`src/hw/fpwt_pkg.sv`:
```
// Shared constants, types and register map of the filtered pulse width timer
package fpwt_pkg;

	// ****************************************
	// Register indices (byte address = 4 * index)
	// ****************************************
	localparam logic [7:0] IDX_CTRL  = 8'h34;
	localparam logic [7:0] IDX_CLK   = 8'h35;
	localparam logic [7:0] IDX_HCAP  = 8'h36;
	localparam logic [7:0] IDX_LCAP  = 8'h37;
	localparam logic [7:0] IDX_ISTAT = 8'h38;
	localparam logic [7:0] IDX_IMASK = 8'h39;
	localparam int         IDX_LSB   = 2;
	localparam int         IDX_MSB   = 9;
	localparam int         ADDR_W    = 32;
	localparam int         DATA_W    = 32;

	// ****************************************
	// Control and status register fields
	// ****************************************
	localparam int CS_FLT_BIT = 6;
	localparam int CS_OIE_BIT = 5;
	localparam int CS_HOF_BIT = 4;
	localparam int CS_LOF_BIT = 3;
	localparam int CS_ESL_LSB = 1;
	localparam int CS_EDF_BIT = 0;

	// ****************************************
	// Clock select fields
	// ****************************************
	localparam int CK_CNT_LSB = 2;
	localparam int CK_FLT_LSB = 0;

	// ****************************************
	// Interrupt status and mask fields
	// ****************************************
	localparam int         IS_EDGE_BIT = 0;
	localparam int         IS_LOF_BIT  = 1;
	localparam int         IS_HOF_BIT  = 2;
	localparam logic [2:0] IMASK_RST   = 3'h7;

	// ****************************************
	// Counter, filter and divider constants
	// ****************************************
	localparam int         CNT_W     = 8;
	localparam logic [7:0] CNT_CLEAR = 8'h00;
	localparam logic [7:0] CAP_RST   = 8'h00;
	localparam int         LVL_W     = 3;
	localparam logic [2:0] LVL_MIN   = 3'h0;
	localparam logic [2:0] LVL_MAX   = 3'h6;
	localparam int         DIV_BASE  = 1;
	localparam int         PRESC_W   = 5;
	localparam int         NUM_CLKS  = 4;

	// ****************************************
	// Types
	// ****************************************
	typedef enum logic [1:0] {
		ESEL_OFF  = 2'b00,
		ESEL_RISE = 2'b01,
		ESEL_FALL = 2'b10,
		ESEL_BOTH = 2'b11
	} fpwt_esel_e;

	typedef enum logic [1:0] {
		BUS_IDLE = 2'b00,
		BUS_WAIT = 2'b01,
		BUS_DONE = 2'b10
	} fpwt_bus_e;

	typedef struct packed {
		logic       oie;
		fpwt_esel_e esel;
	} fpwt_ctrl_s;

	typedef struct packed {
		logic [1:0] cnt_sel;
		logic [1:0] flt_sel;
	} fpwt_clk_s;

	typedef struct packed {
		logic high_level_overflow_flag;
		logic low_level_overflow_flag;
		logic edge_f;
	} fpwt_flags_s;

endpackage

```
`src/hw/fpwt_filter.sv`:
```
// Integrating glitch filter for the raw pulse input
`timescale 1ns/100ps
`default_nettype none
module fpwt_filter #(
	parameter int LVL_W = fpwt_pkg::LVL_W
) (
	// Clock and reset
	input  wire logic clk_i,
	input  wire logic resetn_i,
	// Sampling enable and pulse
	input  wire logic sample_i,
	input  wire logic raw_pulse_input_i,
	// Filtered result
	output var  logic filtered_pulse_o
);

	logic [LVL_W-1:0] level;

	// ****************************************
	// Saturating integrator
	// ****************************************
	always_ff @(posedge clk_i or negedge resetn_i) begin
		if (!resetn_i) begin
			level <= fpwt_pkg::LVL_MIN;
		end else if (sample_i) begin
			if (raw_pulse_input_i && level != fpwt_pkg::LVL_MAX) begin
				level <= level + 1'b1;
			end else if (!raw_pulse_input_i &&
				level != fpwt_pkg::LVL_MIN) begin
				level <= level - 1'b1;
			end
		end
	end

	// ****************************************
	// Output with hysteresis
	// ****************************************
	// Only the end levels move the output, so short glitches die out
	always_ff @(posedge clk_i or negedge resetn_i) begin
		if (!resetn_i) begin
			filtered_pulse_o <= 1'b0;
		end else if (level == fpwt_pkg::LVL_MAX) begin
			filtered_pulse_o <= 1'b1;
		end else if (level == fpwt_pkg::LVL_MIN) begin
			filtered_pulse_o <= 1'b0;
		end
	end

endmodule
`default_nettype wire

```
`src/hw/fpwt_top.sv`:
```
// Filtered pulse width timer with AHB-Lite register slave
//
// Overview of operation
// - Rising select: latch low capture, clear counter
// - Falling select: latch high capture, clear counter
// - Both: rise to low, fall to high
// - Nonzero edge select enables edge interrupt
// - Edge requests repeat until select is off
// - Overflow sets low or high flag by level
// - Overflow enable gates overflow flags onto request
// - One shared request; software reads flag bits
// - Filter integrates samples, saturating zero to six
// - Output low at zero, high at six
// - Eight-bit counter, read-only capture registers
// - Writing zero to control clears flag, one keeps it
// - Two-bit selects for count and filter clocks
// - Read-only bit shows filtered pulse level
//
// The register offsets and the AHB-Lite interface to the registers were decided locally.
`timescale 1ns/100ps
`default_nettype none
module fpwt_top #(
	parameter int CNT_W   = fpwt_pkg::CNT_W,
	parameter int PRESC_W = fpwt_pkg::PRESC_W
) (
	// Clock and reset
	input  wire logic        clk_i,
	input  wire logic        resetn_i,
	// AHB-Lite slave
	input  wire logic        hsel_i,
	input  wire logic [31:0] haddr_i,
	input  wire logic [1:0]  htrans_i,
	input  wire logic        hwrite_i,
	input  wire logic [2:0]  hsize_i,
	input  wire logic [31:0] hwdata_i,
	input  wire logic        hready_i,
	output var  logic [31:0] hrdata_o,
	output var  logic        hreadyout_o,
	output var  logic        hresp_o,
	// Pulse input
	input  wire logic        raw_pulse_input_i,
	// Interrupt
	output var  logic        shared_timer_irq_o
);

	// ****************************************
	// Declarations
	// ****************************************
	fpwt_pkg::fpwt_bus_e   state;
	fpwt_pkg::fpwt_bus_e   next_state;
	fpwt_pkg::fpwt_ctrl_s  ctrl;
	fpwt_pkg::fpwt_clk_s   clk_sel;
	fpwt_pkg::fpwt_flags_s flags;
	logic [2:0]            irq_mask;
	logic [7:0]            idx_q;
	logic                  hit_q;
	logic                  wr_q;
	logic                  accept;
	logic                  wr_en;
	logic [31:0]           rd_val;
	logic [PRESC_W-1:0]    presc;
	logic [fpwt_pkg::NUM_CLKS-1:0] tick;
	logic                  cnt_tick;
	logic                  flt_tick;
	logic [CNT_W-1:0]      cnt;
	logic [CNT_W-1:0]      low_width_capture;
	logic [CNT_W-1:0]      high_width_capture;
	logic                  filtered_pulse;
	logic                  filt_prev;
	logic                  rise;
	logic                  fall;
	logic                  rise_sel;
	logic                  fall_sel;
	logic                  edge_evt;
	logic                  ovf_evt;
	logic                  wr_ctrl;
	logic                  wr_clk;
	logic                  wr_istat;
	logic                  wr_imask;
	logic                  clr_edge;
	logic                  clr_lof;
	logic                  clr_hof;
	logic                  edge_irq;
	logic                  ovf_irq;

	// ****************************************
	// Decode helpers
	// ****************************************
	// True when a registered index names the given register
	function automatic logic is_reg(
		input logic       hit,
		input logic [7:0] idx,
		input logic [7:0] want
	);
		is_reg = hit && (idx == want);
	endfunction

	// ****************************************
	// Bus slave state machine
	// ****************************************
	// One wait state per transfer so read data always leaves a flop
	assign accept = hsel_i && hready_i && htrans_i[1];

	always_comb begin
		next_state = state;
		case (state)
			fpwt_pkg::BUS_IDLE: begin
				if (accept) begin
					next_state = fpwt_pkg::BUS_WAIT;
				end
			end
			fpwt_pkg::BUS_WAIT: begin
				next_state = fpwt_pkg::BUS_DONE;
			end
			fpwt_pkg::BUS_DONE: begin
				if (accept) begin
					next_state = fpwt_pkg::BUS_WAIT;
				end else begin
					next_state = fpwt_pkg::BUS_IDLE;
				end
			end
			default: begin
				next_state = fpwt_pkg::BUS_IDLE;
			end
		endcase
	end

	always_ff @(posedge clk_i or negedge resetn_i) begin
		if (!resetn_i) begin
			state <= fpwt_pkg::BUS_IDLE;
		end else begin
			state <= next_state;
		end
	end

	// Address phase capture; upper address bits must be zero to hit
	always_ff @(posedge clk_i or negedge resetn_i) begin
		if (!resetn_i) begin
			idx_q <= 8'h00;
			hit_q <= 1'b0;
			wr_q  <= 1'b0;
		end else if (accept) begin
			idx_q <= haddr_i[fpwt_pkg::IDX_MSB:fpwt_pkg::IDX_LSB];
			hit_q <= (haddr_i[31:fpwt_pkg::IDX_MSB+1] == '0) &&
				(haddr_i[1:0] == 2'b00);
			wr_q  <= hwrite_i;
		end
	end

	assign hreadyout_o = (state != fpwt_pkg::BUS_WAIT);
	assign hresp_o     = 1'b0;
	assign wr_en       = (state == fpwt_pkg::BUS_DONE) && wr_q;
	assign wr_ctrl  = wr_en && is_reg(hit_q, idx_q, fpwt_pkg::IDX_CTRL);
	assign wr_clk   = wr_en && is_reg(hit_q, idx_q, fpwt_pkg::IDX_CLK);
	assign wr_istat = wr_en && is_reg(hit_q, idx_q, fpwt_pkg::IDX_ISTAT);
	assign wr_imask = wr_en && is_reg(hit_q, idx_q, fpwt_pkg::IDX_IMASK);

	// ****************************************
	// Read data
	// ****************************************
	always_comb begin
		rd_val = 32'h0000_0000;
		if (is_reg(hit_q, idx_q, fpwt_pkg::IDX_CTRL)) begin
			rd_val[fpwt_pkg::CS_FLT_BIT] = filtered_pulse;
			rd_val[fpwt_pkg::CS_OIE_BIT] = ctrl.oie;
			rd_val[fpwt_pkg::CS_HOF_BIT] = flags.high_level_overflow_flag;
			rd_val[fpwt_pkg::CS_LOF_BIT] = flags.low_level_overflow_flag;
			rd_val[fpwt_pkg::CS_ESL_LSB+:2] = ctrl.esel;
			rd_val[fpwt_pkg::CS_EDF_BIT] = flags.edge_f;
		end else if (is_reg(hit_q, idx_q, fpwt_pkg::IDX_CLK)) begin
			rd_val[fpwt_pkg::CK_CNT_LSB+:2] = clk_sel.cnt_sel;
			rd_val[fpwt_pkg::CK_FLT_LSB+:2] = clk_sel.flt_sel;
		end else if (is_reg(hit_q, idx_q, fpwt_pkg::IDX_HCAP)) begin
			rd_val[CNT_W-1:0] = high_width_capture;
		end else if (is_reg(hit_q, idx_q, fpwt_pkg::IDX_LCAP)) begin
			rd_val[CNT_W-1:0] = low_width_capture;
		end else if (is_reg(hit_q, idx_q, fpwt_pkg::IDX_ISTAT)) begin
			rd_val[fpwt_pkg::IS_EDGE_BIT] = flags.edge_f;
			rd_val[fpwt_pkg::IS_LOF_BIT]  = flags.low_level_overflow_flag;
			rd_val[fpwt_pkg::IS_HOF_BIT]  = flags.high_level_overflow_flag;
		end else if (is_reg(hit_q, idx_q, fpwt_pkg::IDX_IMASK)) begin
			rd_val[2:0] = irq_mask;
		end
	end

	always_ff @(posedge clk_i or negedge resetn_i) begin
		if (!resetn_i) begin
			hrdata_o <= 32'h0000_0000;
		end else if (state == fpwt_pkg::BUS_WAIT && !wr_q) begin
			hrdata_o <= rd_val;
		end
	end

	// ****************************************
	// Software control registers
	// ****************************************
	always_ff @(posedge clk_i or negedge resetn_i) begin
		if (!resetn_i) begin
			ctrl.oie  <= 1'b0;
			ctrl.esel <= fpwt_pkg::ESEL_OFF;
		end else if (wr_ctrl) begin
			ctrl.oie  <= hwdata_i[fpwt_pkg::CS_OIE_BIT];
			ctrl.esel <= fpwt_pkg::fpwt_esel_e'(
				hwdata_i[fpwt_pkg::CS_ESL_LSB+:2]);
		end
	end

	// Reserved and unused bits are dropped and read back as zero
	always_ff @(posedge clk_i or negedge resetn_i) begin
		if (!resetn_i) begin
			clk_sel <= '0;
		end else if (wr_clk) begin
			clk_sel.cnt_sel <= hwdata_i[fpwt_pkg::CK_CNT_LSB+:2];
			clk_sel.flt_sel <= hwdata_i[fpwt_pkg::CK_FLT_LSB+:2];
		end
	end

	always_ff @(posedge clk_i or negedge resetn_i) begin
		if (!resetn_i) begin
			irq_mask <= fpwt_pkg::IMASK_RST;
		end else if (wr_imask) begin
			irq_mask <= hwdata_i[2:0];
		end
	end

	// ****************************************
	// Clock dividers
	// ****************************************
	// Changing a select does not clear the counter; first period is junk
	always_ff @(posedge clk_i or negedge resetn_i) begin
		if (!resetn_i) begin
			presc <= '0;
		end else begin
			presc <= presc + 1'b1;
		end
	end

	genvar g;
	generate
		for (g = 0; g < fpwt_pkg::NUM_CLKS; g++) begin : g_tick
			assign tick[g] = &presc[fpwt_pkg::DIV_BASE+g-1:0];
		end
	endgenerate

	assign cnt_tick = tick[clk_sel.cnt_sel];
	assign flt_tick = tick[clk_sel.flt_sel];

	// ****************************************
	// Filter
	// ****************************************
	fpwt_filter #(
		.LVL_W(fpwt_pkg::LVL_W)
	) u_filter (
		.clk_i            (clk_i),
		.resetn_i         (resetn_i),
		.sample_i         (flt_tick),
		.raw_pulse_input_i(raw_pulse_input_i),
		.filtered_pulse_o (filtered_pulse)
	);

	// ****************************************
	// Edge detection
	// ****************************************
	always_ff @(posedge clk_i or negedge resetn_i) begin
		if (!resetn_i) begin
			filt_prev <= 1'b0;
		end else begin
			filt_prev <= filtered_pulse;
		end
	end

	assign rise     = filtered_pulse && !filt_prev;
	assign fall     = !filtered_pulse && filt_prev;
	assign rise_sel = rise && ctrl.esel[0];
	assign fall_sel = fall && ctrl.esel[1];
	assign edge_evt = rise_sel || fall_sel;

	// ****************************************
	// Width counter and captures
	// ****************************************
	// Capture clear wins over a count tick in the same cycle
	always_ff @(posedge clk_i or negedge resetn_i) begin
		if (!resetn_i) begin
			cnt <= fpwt_pkg::CNT_CLEAR;
		end else if (edge_evt) begin
			cnt <= fpwt_pkg::CNT_CLEAR;
		end else if (cnt_tick) begin
			cnt <= cnt + 1'b1;
		end
	end

	assign ovf_evt = cnt_tick && !edge_evt && (&cnt);

	always_ff @(posedge clk_i or negedge resetn_i) begin
		if (!resetn_i) begin
			low_width_capture <= fpwt_pkg::CAP_RST;
		end else if (rise_sel) begin
			low_width_capture <= cnt;
		end
	end

	always_ff @(posedge clk_i or negedge resetn_i) begin
		if (!resetn_i) begin
			high_width_capture <= fpwt_pkg::CAP_RST;
		end else if (fall_sel) begin
			high_width_capture <= cnt;
		end
	end

	// ****************************************
	// Event flags
	// ****************************************
	// Zero clears through control, one clears through interrupt status
	assign clr_edge = (wr_ctrl && !hwdata_i[fpwt_pkg::CS_EDF_BIT]) ||
		(wr_istat && hwdata_i[fpwt_pkg::IS_EDGE_BIT]);
	assign clr_lof  = (wr_ctrl && !hwdata_i[fpwt_pkg::CS_LOF_BIT]) ||
		(wr_istat && hwdata_i[fpwt_pkg::IS_LOF_BIT]);
	assign clr_hof  = (wr_ctrl && !hwdata_i[fpwt_pkg::CS_HOF_BIT]) ||
		(wr_istat && hwdata_i[fpwt_pkg::IS_HOF_BIT]);

	// A new event in the clearing cycle keeps the flag set
	always_ff @(posedge clk_i or negedge resetn_i) begin
		if (!resetn_i) begin
			flags.edge_f <= 1'b0;
		end else if (edge_evt) begin
			flags.edge_f <= 1'b1;
		end else if (clr_edge) begin
			flags.edge_f <= 1'b0;
		end
	end

	always_ff @(posedge clk_i or negedge resetn_i) begin
		if (!resetn_i) begin
			flags.low_level_overflow_flag <= 1'b0;
		end else if (ovf_evt && !filtered_pulse) begin
			flags.low_level_overflow_flag <= 1'b1;
		end else if (clr_lof) begin
			flags.low_level_overflow_flag <= 1'b0;
		end
	end

	always_ff @(posedge clk_i or negedge resetn_i) begin
		if (!resetn_i) begin
			flags.high_level_overflow_flag <= 1'b0;
		end else if (ovf_evt && filtered_pulse) begin
			flags.high_level_overflow_flag <= 1'b1;
		end else if (clr_hof) begin
			flags.high_level_overflow_flag <= 1'b0;
		end
	end

	// ****************************************
	// Shared interrupt
	// ****************************************
	assign edge_irq = flags.edge_f && irq_mask[fpwt_pkg::IS_EDGE_BIT] &&
		(ctrl.esel != fpwt_pkg::ESEL_OFF);
	assign ovf_irq  = ctrl.oie &&
		((flags.low_level_overflow_flag && irq_mask[fpwt_pkg::IS_LOF_BIT]) ||
		(flags.high_level_overflow_flag && irq_mask[fpwt_pkg::IS_HOF_BIT]));

	always_ff @(posedge clk_i or negedge resetn_i) begin
		if (!resetn_i) begin
			shared_timer_irq_o <= 1'b0;
		end else begin
			shared_timer_irq_o <= edge_irq || ovf_irq;
		end
	end

endmodule
`default_nettype wire

```
`config.mk`:
```
export PLATFORM = sky130hd
export DESIGN_NAME = fpwt_top
export DESIGN_NICKNAME = d
export VERILOG_FILES = /design/src/hw/fpwt_pkg.sv /design/src/hw/fpwt_filter.sv /design/src/hw/fpwt_top.sv
export SDC_FILE = /design/constraint.sdc
export NUM_CORES = 1
export LEC_CHECK = 0
export ABC_AREA = 1
export BUFFER_PORTS_ARGS = -buffer_cell sky130_fd_sc_hd__buf_2
export CAP_MARGIN = 20
export CORE_ASPECT_RATIO = 1.4
export CORE_MARGIN = 2
export CORE_UTILIZATION = 51
export CTS_CLUSTER_DIAMETER = 50
export DETAILED_ROUTE_END_ITERATION = 6
export GPL_ROUTABILITY_DRIVEN = 1
export MAX_ROUTING_LAYER = met4
export PLACE_DENSITY = 0.88
export SETUP_SLACK_MARGIN = 0.15
export SLEW_MARGIN = 30
export SYNTH_ARGS = -nofsm -noshare
export SYNTH_HDL_FRONTEND = slang
export SYNTH_SLANG_ARGS = --single-unit
```
`constraint.sdc`:
```
create_clock -name clk_i -period 1.7 [get_ports clk_i]
set_input_delay 0.17 -clock clk_i [delete_from_list [all_inputs] [get_ports clk_i]]
set_output_delay 0.17 -clock clk_i [all_outputs]
set_load 0.03 [all_outputs]
```
# Word level (Yosys, flattened, before mapping)

Cells that the tools add are included.
Widths: inputs -> output; s select.

Register bits: 68
Bits of input ports: 75
Output and inout bits: 35
Word-level logic and storage cells: 134

Add/subtract/negate cells: 4
Magnitude comparators: 2
Equality and inequality tests: 12
Mux-type cells: 28
Reductions and logical operators: 67

Operators by type and width:

| cell                | count |
|---|---|
| $eq 8x6->1 const B  | 6 |
| $logic_and 1x1->1   | 36 |
| $mux 8              | 3 |
| $logic_not 22->1    | 1 |
| $mux 3              | 5 |
| $reduce_bool 2->1   | 7 |
| $mux 1              | 12 |
| $add 8x1->8 const B | 1 |
| $logic_not 1->1     | 8 |
| $mux 4              | 2 |
| $reduce_and 8->1    | 1 |
| $mux 7              | 1 |
| $logic_or 1x1->1    | 6 |
| $lt 2x3->1 const B  | 2 |
| $pmux 2 s3          | 1 |
| $add 5x1->5 const B | 1 |
| $mux 5              | 1 |
| $bmux 1 s2          | 2 |
| $logic_not 2->1     | 2 |
| $reduce_and 2->1    | 2 |
| $reduce_and 4->1    | 1 |
| $add 3x1->3 const B | 1 |
| $eq 3x3->1 const B  | 1 |
| $logic_not 3->1     | 1 |
| 9 further kinds     | 9 |

# Logic depth before layout (Yosys ltp)

Gate-level depths: netlist (run 1).

Depth in word-level cells: 9
Mapped depth: 11
Mapped depth without buffers: 11

# Cells and area by module

Synthesis (run 1) repeated with hierarchy kept, for this count alone.

Cells, all modules: 443
Area, all modules: 3525.9 sq um

Modules (own cells, without submodules):

| module      | times used | cells an instance | area each (sq um) | seq. area each (sq um) |
|---|---|---|---|---|
| fpwt_top    | 1          | 409               | 3273.1            | 1580.3 |
| fpwt_filter | 1          | 34                | 252.7             | 100.1 |

# Worst setup path after synthesis (run 1)

OpenSTA, ideal clock, no wires.

Path kind: register -> register
From: register u_filter.level[0]
To: register u_filter.level[2]
Library setup time: 117 ps
Arrival: 1436 ps
Required time: 1583 ps
Path slack: 147 ps
Stages on the path, launching flop included: 8
Buffers on the path: 0
Period minus slack after synthesis: 1553 ps
Cells stage by stage: dfrtp_1 > inv_1 > nand3_1 > nand2_1 > fa_1 > xor3_1 > nand2_1 > nand2_1

Word-level cells in the longest chain between the ends: 4
Elaborated cells between the ends (all ways): 10
Classes of those cells: add/sub (2); eq/ne (1); mux (2); reduce/logical (5)

Ends and longest elaborated chain:

| element                                             | line              | source |
|---|---|---|
| start: declaration                                  | fpwt_filter.sv:17 | `logic [LVL_W-1:0] level;` |
| start signal: assignment                            | fpwt_filter.sv:24 | `level <= fpwt_pkg::LVL_MIN;` |
| start signal: assignment                            | fpwt_filter.sv:27 | `level <= level + 1'b1;` |
| start signal: assignment                            | fpwt_filter.sv:30 | `level <= level - 1'b1;` |
| branches (longest 4 deep; another with $sub 3x1->3) | --                |  |

Parallel ways; which one is timed is not known. The select of a mux whose other input is x is not followed.
A chain may end at the register's enable or synchronous reset.

# Worst setup path after layout (run 1)

From: register cnt[0]
To: register flags[2] (netlist bit)

Word-level cells in the longest chain between the ends: 4
Elaborated cells between the ends (all ways): 5
Classes of those cells: mux (1); reduce/logical (4)

Ends and longest elaborated chain:

| element                                            | line            | source |
|---|---|---|
| start: declaration                                 | fpwt_top.sv:65  | `logic [CNT_W-1:0] cnt;` |
| start signal: assignment                           | fpwt_top.sv:284 | `cnt <= fpwt_pkg::CNT_CLEAR;` |
| start signal: assignment                           | fpwt_top.sv:286 | `cnt <= fpwt_pkg::CNT_CLEAR;` |
| start signal: assignment                           | fpwt_top.sv:288 | `cnt <= cnt + 1'b1;` |
| $reduce_and 8->1 (*)                               | fpwt_top.sv:292 | `assign ovf_evt = cnt_tick && !edge_evt && (&cnt);` |
| $logic_and 1x1->1 (*)                              | fpwt_top.sv:292 |  |
| $logic_and 1x1->1 (*)                              | fpwt_top.sv:345 | `end else if (ovf_evt && filtered_pulse) begin` |
| $mux 1 / $reduce_bool 2->1 (equally long branches) | --              |  |
| end: declaration                                   | fpwt_top.sv:53  | `fpwt_pkg::fpwt_flags_s flags;` |

Mark *: on every way between the ends. The rest lies on a longest branch, timed or not.

==> impl_results.md, run 1 <==
* Status: completed
* Number of synthesized register bits at 67
* Number of global-route vias before repair at 3015
* Endpoints failing hold at 0
* Post-synth EDFFs at 0
* R2R Setup Slk at 0.17 ns
* Layout cells sized above 1 at 27.0%
* Most used cell, CP: nand3_2
* CTS H-tree depth at 3
* Num CTS Buffers at 9
* Num rows at 35
* Initial DRC count at 314
* Yosys warnings at 0
* WP buf/inv at 0
* Static Leak at 2.20 nW
* Fmax at 653 MHz
* HP Class: input pin to flip-flop
* Crit path cell chain: ha_2, nand3_2, nor3_2, nand2_1, nor2_2, nand3_2, o21ai_1
* Total wire length at 8.25 mm
* CP max FO at 3
* Power Dens Cells at 973 mW/mm2
* VDD IR-drop max at 0.412 mV
* Worst r2r path cells at 7
* Antenna diodes at 0
* Post-synthesis async set-or-reset flop share at 100%
* Max-Cap Viols at 0
* RSZ-0062 raised after global routing: true
* CTS tree: built
* Port Buf Inserts at 54
* Post-synthesis cell type count at 39
* Clk_skew at 0.0139 ns
* CP Capture Type: flip-flop
* Crit path arrival time at 1.82 ns
* Top delay family on crit path: simple AND/OR/NAND/NOR gates
* # fillers at 542
* Post-synthesis cell count at 426
* Worst setup margin at 0.168 ns
* Synth Area per Inst at 8.32 um2
* CTS max path bufs at 2
* Hold Path Origin: haddr_i[7]
* Fin. max-slew vios at 0
* Root buf cell: clkbuf_8
* Syn-to-layout area delta at 19.5%
* IO Pins at 110
* Post-synthesis sequential area ratio at 47.4%
* Crit-path slowest cell: dfrtp_1
* Net count, final at 578
* Setup TNS at 0 ns
* DRT Pass-1 Iters at 5
* Grt ovf at 0
* FF-to-FF Start: cnt[0]
* First-pass GRT wire length at 13.0 mm
* Avg WL per Cell at 13.9 um
* Hold EP: idx_q[5]
* Tmin final at 1.53 ns
* Post-DR vias/cell at 5.19
* Die footprint at 0.00764 mm2
* Starting Density at 53.2%
* Core box area at 0.00666 mm2
* Crit Path Category: flip-flop to flip-flop
* Primary FF master, synth: dfrtp_1
* Sink Count at 67
* Hold Path Cell Cnt at 3
* Cell area after synthesis at 0.00354 mm2
* Largest stage delay, worst path at 0.37 ns
* DRC viols at 0
* Number of nets still failing antenna checks after routing at 0
* Worst r2r dst: flags[2]
* Worst Setup Start Kind: flip-flop
* WP data required at 1.98 ns
* Clock transition at path regs at 0.08 ns
* GPL Wtd Cong at 0.878
* Clock latency at the later pin of the worst-skew pair at 0.36 ns
* Final worst-path cycle share at 90.1%
* Post-DP HPWL at 6.02 mm
* Worst slack at placement at 0.0440 ns
* Die H at 103 um
* Total power draw at 4.12 mW
* Routed vias at 3088
* Largest net degree at the start of global routing at 68
* Initial antenna violation count at 0
* GRT Total Usage at 23.3%
* Final setup vio count at 0
* Die width at 74.4 um
==> registers in the layout, summed over array words and instances, names as in the netlist, 2 cells and up <==
name,count
idx_q,8
flags,3
irq_mask,3
cnt,8
high_width_capture,8
state,2
clk_sel,4
ctrl,3
presc,4
low_width_capture,8
hrdata_o,8
u_filter.level,3
==> worst max path at each step <==
stage	from	end	slack [ns]	cells after the start
4_1_cts	presc[0]	cnt[1]	0.16	9
2_1_floorplan	u_filter.level[0]	u_filter.level[2]	0.18	7
3_3_place_gp	presc[0]	cnt[5]	0.10	9
3_5_place_dp	u_filter.level[0]	u_filter.level[2]	0.04	7
6_report	cnt[0]	flags[2]	0.17	7
5_1_grt	cnt[1]	flags[2]	0.11	7
==> power breakdown <==
| part | switching, mW | leakage, nW | internal [mW] | total (mW) |
|---|---|---|---|---|
| Clock | 0.597 | 0.0974 | 0.746 | 1.34 |
| Combinational | 0.636 | 1.27 | 0.347 | 0.983 |
| Sequential | 0.0859 | 0.837 | 1.71 | 1.79 |
==> worst min-delay path: stages <==
cell and delay [ns]:
buf_2 0.07, nand2_1 0.04, nand2_1 0.05
==> layer usage <==
layer  GRT usage [%]  wire length, um  vias up
met3            4.50              414       41
met5               -                0        -
met4            14.8              403        0
met1            23.4             3000     1451
li1                -                -     1484
met2            40.6             4430      112
==> cell usage in the layout (no fill, tap or decap), types with 11 or more instances in the layout <==
cell type  Yosys  final
buf_2          1     54
buf_4         27     13
clkbuf_8       0     11
conb_1         1     25
dfrtp_1       64     64
inv_1         37     36
nand2_1      116    113
nand3_1       39     34
nor2_1        24     21
o21ai_0       33     33
==> through the flow <==
stage | hold slack [ns] | cell area (um2) | cells | utilization [%]
floorplan | -0.126 | 3640 | 450 | -
global placement | 0.210 | 3860 | 571 | 58.0
detailed placement | 0.214 | 3860 | 571 | 58.0
CTS | 0.0123 | 4130 | 591 | 62.0
global route | 0.00972 | 4230 | 595 | 63.6
finish | 0.0150 | 4230 | 595 | 63.6
==> area by class of cell <==
cell class / count / area [um2] / share of cell area (%)
clock buffer: 11 / 151 / 3.58
clock inverter: 4 / 50.0 / 1.18
inverter: 42 / 160 / 3.78
multi-input combinational: 310 / 1680 / 39.6
sequential: 67 / 1680 / 39.7
tap: 92 / 115 / 2.72
timing repair buffer: 69 / 398 / 9.40
==> logic make-up (layout without fill, tap and decap cells) <==
group / after synthesis / in the layout / synth area share [%]
flops: 67 / 67 / 47.4
fa+ha+maj: 4 / 4 / 1.62
simple gates: 217 / 217 / 28.9
buf+inv: 73 / 126 / 10.6
other cells: 1 / 25 / 0.106
xor+xnor: 7 / 7 / 2.15
compound gates: 57 / 57 / 9.15
==> synth_stat cells (all sizes together) (2+ instances only) <==
| library cell | count | share of area [%] |
|---|---|---|
| xor2 | 5 | 1.2 |
| and3 | 2 | 0.35 |
| o22ai | 2 | 0.35 |
| o2111ai | 2 | 0.49 |
| clkbuf | 3 | 0.32 |
| o21ai | 43 | 6.3 |
| dfrtp | 64 | 45 |
| a21oi | 5 | 0.71 |
| inv | 42 | 4.4 |
| nand4 | 5 | 0.88 |
| nand3 | 42 | 6.4 |
| nor2 | 34 | 5.5 |
| nand2 | 124 | 14 |
| ha | 3 | 1.1 |
| nor3 | 3 | 0.42 |
| o211ai | 2 | 0.56 |
| buf | 28 | 5.9 |
| dfstp | 3 | 2.2 |
| nor4 | 5 | 0.88 |
==> what timing repair did <==
action	in CTS	in global routing
pin swaps	3	10
hold buffers	1	0
resized for setup	7	18
buffers inserted	4	4
endpoints found under the hold margin	64	0
endpoints found under the setup margin	10	16
Note: power is estimated with default switching activity, not from simulation.
==> run 2: changes to the inputs <==
Settings changed: ABC_AREA 1 to default, PLACE_DENSITY 0.88 to 0.8.
==> impl_results.md, run 2 <==
* HP Class: input pin to flip-flop
* CTS H-tree depth at 3
* Clock latency at the later pin of the worst-skew pair at 0.35 ns
* R2R Setup Slk at -0.09 ns
* Fin. max-slew vios at 0
* First-pass GRT wire length at 13.6 mm
* Complex-gate fraction of the synthesized area at 10.6%
* CTS max path bufs at 2
* Number of nets still failing antenna checks after routing at 0
* Avg WL per Cell at 18.1 um
* Met3 Wirelength at 533 um
* Top sig layer: met4
* Wl on met1 at 3.34 mm
* Initial antenna violation count at 0
* Clk_skew at 0.00902 ns
* Net count, final at 490
* Post-synthesis cell count at 316
* Slew @ Worst Pin at 0.570 ns
* Yosys warnings at 0
* Number of synthesized register bits at 67
* Post-Layout Cell Count at 508
* Most common cell after layout, fill and taps aside: dfrtp_1
* CP Capture Type: flip-flop
* Final setup vio count at 4
* Num CTS Buffers at 9
* Die width at 74.2 um
* Syn-to-layout area delta at 33.7%
* Adder-Cell Fraction of Synth Area at 1.64%
* Die footprint at 0.00759 mm2
* DRT Pass-1 Iters at 7
* Yosys top cell area share at 45.5%
* Num rows at 35
* Grt ovf at 0
* VDD IR-drop max at 0.484 mV
* Commonest cells in the netlist: dfrtp_1, mux2_2, buf_4, nand2_1
* Routed vias at 2884
* Mux cell area share after synthesis at 14.3%
* Static Leak at 2.13 nW
* Cell area after synthesis at 0.00352 mm2
* Setup TNS at -0.198 ns
* WP data required at 1.93 ns
* Core box area at 0.00661 mm2
* Sink Count at 67
* Largest area contributor in the netlist: dfrtp_1
* Power Dens Cells at 1110 mW/mm2
* Top post-synthesis cells by area: dfrtp_1, mux2_2, buf_4
* Tmin final at 1.79 ns
* Worst setup margin at -0.0932 ns
* Root buf cell: clkbuf_8
* Endpoints failing hold at 0
* Worst Setup Start Kind: flip-flop
* Total wire length at 9.17 mm
* DRC viols at 0
* CP max FO at 3
* Post-synthesis cell type count at 56
* IO Pins at 110
* Relative slew margins at 61.9%
* Most frequent cell after synthesis: dfrtp_1
* Post-synth EDFFs at 0
* Largest net degree at the start of global routing at 25
* Starting Density at 53.2%
* Layout cells sized above 1 at 46.4%
* Status: finished with violations
* # fillers at 414
* Placed insts at 484
* Post-synthesis async set-or-reset flop share at 100%
* Number of global-route vias before repair at 2844
* RSZ-0062 raised after global routing: true
* Crit path arrival time at 2.02 ns
* CTS tree: built
* Most frequent cells in the layout: dfrtp_1, buf_2, buf_4
* Met2 WL at 4.81 mm
* Antenna diodes at 0
* Largest family of logic cells by synthesized area: simple AND/OR/NAND/NOR gates
* Clock transition at path regs at 0.08 ns
* Fmax at 558 MHz
* Synth Area in XOR/XNOR at 0.996%
* Primary FF master, synth: dfrtp_1
* Post-DP HPWL at 5.94 mm
* Crit Path Category: flip-flop to flip-flop
* Final worst-path cycle share at 105%
* Initial DRC count at 228
* GPL Wtd Cong at 0.843
* Port Buf Inserts at 54
* Max-Cap Viols at 0
* Synth Area per Inst at 11.1 um2
* Post-DR vias/cell at 5.68
* GRT Total Usage at 24.7%
* Violated checks: negative setup slack
* Post-Synth Simple-Gate Area at 17.1%
* Die H at 102 um
* Post-synthesis sequential area ratio at 47.8%
## run 2: changes by cell type after synthesis, sizes merged, moves of 4 or more
cell / change
inv: -35
mux2: +37
mux2i: +6
nand2: -101
nand3: -30
nand4bb: +4
nor2: -22
nor2b: +8
o21ai: -34
o31ai: +11
or3: +7
## run 2: cell families after synthesis
| kind of cell | after synthesis |
|---|---|
| buf+inv | 43 |
| other cells | 1 |
| simple gates | 101 |
| flops | 67 |
| fa+ha+maj | 4 |
| xor+xnor | 4 |
| compound gates | 52 |
| mux | 44 |
## run 2: worst max-delay path, stage by stage, from the launching register on
cell     delay (ns)
dfrtp_1        0.38
nor2b_4        0.13
nand2_1        0.07
nand2_1        0.07
fa_2           0.36
xor2_1         0.16
o31a_1         0.25
a221o_1        0.26
## run 2: repair_timing
action,4_1_cts,5_1_grt
pin swaps,13,10
setup buffers,3,4
hold buffers,1,0
endpoints found under the hold margin,22,0
gates resized for setup,29,27
setup endpoints to repair,26,32
## run 2: routing by layer
layer	up-vias	track usage [%]
met3	37	5.82
li1	1302	-
met1	1418	26.5
met5	-	-
met2	127	42.2
met4	0	12.2
## run 2: per-stage QoR
stage | hold slack (ns) | setup slack (ns) | util [%] | total power, mW | instance area [um2]
after floorplan | -0.126 | -0.154 | - | 2.80 | 3660
after global routing | 0.0414 | -0.179 | 71.2 | 5.47 | 4710
after CTS | 0.0385 | -0.0942 | 68.4 | 5.13 | 4520
after detailed placement | 0.196 | -0.139 | 61.8 | 3.27 | 4090
after global placement | 0.186 | -0.0709 | 61.8 | 3.21 | 4090
final | 0.0481 | -0.0932 | 71.2 | 5.24 | 4710
## run 2: worst paths after layout
check	from	end	cells after the start
worst max-delay path	u_filter.level[2]	u_filter.level[2]	7
worst min-delay path	haddr_i[2]	idx_q[0]	2
worst max register to register	u_filter.level[2]	u_filter.level[2]	7
worst min register to register	hrdata_o[7]	hrdata_o[7]	2
max in group asynchronous	resetn_i	irq_mask[2]	3
min in group asynchronous	resetn_i	idx_q[2]	2
## run 2: final cells by class
type	instances	area, um2	share of cell area [%]
clock inverter	6	136	2.90
inverter	7	26.3	0.558
clock buffer	10	138	2.92
sequential	67	1680	35.8
multi-input combinational	230	1960	41.6
timing repair buffer	96	652	13.9
tap	92	115	2.45
## run 2: power breakdown
part | total (mW) | internal (mW) | switching (mW)
registers | 1.96 | 1.80 | 0.158
logic | 1.48 | 0.747 | 0.737
clock network | 1.79 | 1.16 | 0.629
total | 5.24 | 3.71 | 1.52
==> run 3: changes to the inputs <==
Settings changed: CELL_PAD_IN_SITES_DETAIL_PLACEMENT from default to 1, CELL_PAD_IN_SITES_GLOBAL_PLACEMENT from default to 1, CORE_UTILIZATION 51 to 39, PLACE_DENSITY 0.8 to default, PLACE_DENSITY_LB_ADDON from default to 0.1.
==> impl_results.md, run 3 (synthesis gave the netlist of run 2 again) <==
* Placed cell areas at 0.00414 mm2
* Post-Layout Cell Count at 535
* Num rows at 41
* Total wire length at 9.77 mm
* Starting Density at 39.6%
* Port Buf Inserts at 54
* WP data required at 1.97 ns
* Avg WL per Cell at 18.3 um
* R2R Setup Slk at -0.20 ns
* Tmin final at 1.90 ns
* Routed vias at 2833
* Post-DP HPWL at 6.91 mm
* GRT Total Usage at 21.1%
* Crit path arrival time at 2.17 ns
* Static Leak at 2.22 nW
* Total power draw at 5.69 mW
* Wl on met1 at 3.77 mm
* Syn-to-layout area delta at 38.6%
* Clk_skew at 0.00422 ns
* First-pass GRT wire length at 15.4 mm
* Crit Path Category: flip-flop to flip-flop
* Core box area at 0.00887 mm2
* Setup TNS at -0.290 ns
* Largest net degree at the start of global routing at 68
* Worst setup margin at -0.201 ns
* Antenna diodes at 0
* Net count, final at 502
* FF-to-FF Start: u_filter.level[2]
* Final instance area at 0.00488 mm2
* Die H at 116 um
* Violated checks: negative setup slack
* Number of nets still failing antenna checks after routing at 0
* GPL Wtd Cong at 0.775
* Met3 Wirelength at 348 um
* CTS tree: built
* CP Capture Type: flip-flop
* Layout cells sized above 1 at 48.8%
* Initial antenna violation count at 0
* Met2 WL at 5.38 mm
* Worst r2r dst: u_filter.level[2]
* Placed insts at 505
* Die footprint at 0.00981 mm2
* RSZ-0062 raised after global routing: true
* CTS H-tree depth at 3
* Worst Setup Start Kind: flip-flop
* HP Class: input pin to flip-flop
* CP Launch Point: u_filter.level[2]
* Max-Cap Viols at 0
* Initial DRC count at 99
* Top sig layer: met4
* Die width at 84.3 um
* Grt ovf at 0
* CTS max path bufs at 2
* CP Capture Point: u_filter.level[2]
* Endpoints failing hold at 0
* VDD IR-drop max at 0.670 mV
* DRC viols at 0
* Slew @ Worst Pin at 0.579 ns
* Number of global-route vias before repair at 2998
* Most common cell after layout, fill and taps aside: dfrtp_1
* Worst r2r path cells at 7
* Most frequent cells in the layout: dfrtp_1, buf_2, buf_4
* Relative slew margins at 61.3%
* Fin. max-slew vios at 0
* Fmax at 526 MHz
* DRT Pass-1 Iters at 4
* Clock latency at the later pin of the worst-skew pair at 0.33 ns
* Num CTS Buffers at 9
* Clock transition at path regs at 0.06 ns
* CP max FO at 2
* Final worst-path cycle share at 112%
* Worst slack at placement at -0.287 ns
* Final setup vio count at 2
* IO Pins at 110
* Post-DR vias/cell at 5.30
* Sink Count at 67
* Root buf cell: clkbuf_16
* Power Dens Cells at 1170 mW/mm2
* Status: finished with violations
[run 3: cell types whose count changed in the layout (fill, tap and decap cells not counted), sizes merged]
| cell | delta |
|---|---|
| clkinv | +2 |
| buf | +11 |
| bufinv | -1 |
[run 3: how the worst min path moves through the flow]
stage	from	end	slack [ns]	cells after the start
3_5_place_dp	resetn_i	hit_q	0.23	2
5_1_grt	haddr_i[7]	idx_q[5]	0.06	2
4_1_cts	haddr_i[7]	idx_q[5]	0.06	2
3_3_place_gp	resetn_i	hit_q	0.22	2
2_1_floorplan	resetn_i	clk_sel[0]	-0.13	0
6_report	haddr_i[8]	idx_q[6]	0.06	2
[run 3: timing repair]
action | in CTS | in global routing
endpoints found under the setup margin | 31 | 33
pin swaps | 24 | 15
gates cloned | 0 | 1
buffers inserted | 7 | 5
endpoints found under the hold margin | 64 | 0
resized for setup | 36 | 18
hold buffers | 1 | 0
[run 3: area by class of cell]
cell class	count	area (um2)
fill	953	4000
timing repair buffer	108	744
tap	107	134
sequential	67	1680
inverter	7	26.3
clock inverter	7	116
clock buffer	9	225
multi-input combinational	230	1950
[run 3: metrics by stage]
stage | util [%] | hold WS (ns)
after detailed placement | 46.6 | 0.225
after CTS | 53.2 | 0.0602
final | 54.9 | 0.0637
after global routing | 54.9 | 0.0629
after global placement | 46.6 | 0.225
after floorplan | - | -0.126
[run 3: power breakdown]
part | switching, mW | leakage (nW) | internal (mW)
clock | 0.703 | 0.165 | 1.43
sequential | 0.156 | 0.854 | 1.80
combinational | 0.774 | 1.20 | 0.829
[run 3: worst max-delay path: stages (launching register included)]
cell     delay [ns]
dfrtp_1        0.39
nor2b_4        0.14
nand2_2        0.06
nand2_2        0.06
fa_2           0.34
or3_1          0.39
o31ai_2        0.25
a221o_1        0.21
[run 3: layer usage]
| metal | global-route usage, % | up-vias |
|---|---|---|
| met5 | - | - |
| met4 | 9.89 | 0 |
| met3 | 4.10 | 13 |
| met2 | 37.2 | 58 |
| met1 | 22.9 | 1430 |
| li1 | - | 1332 |
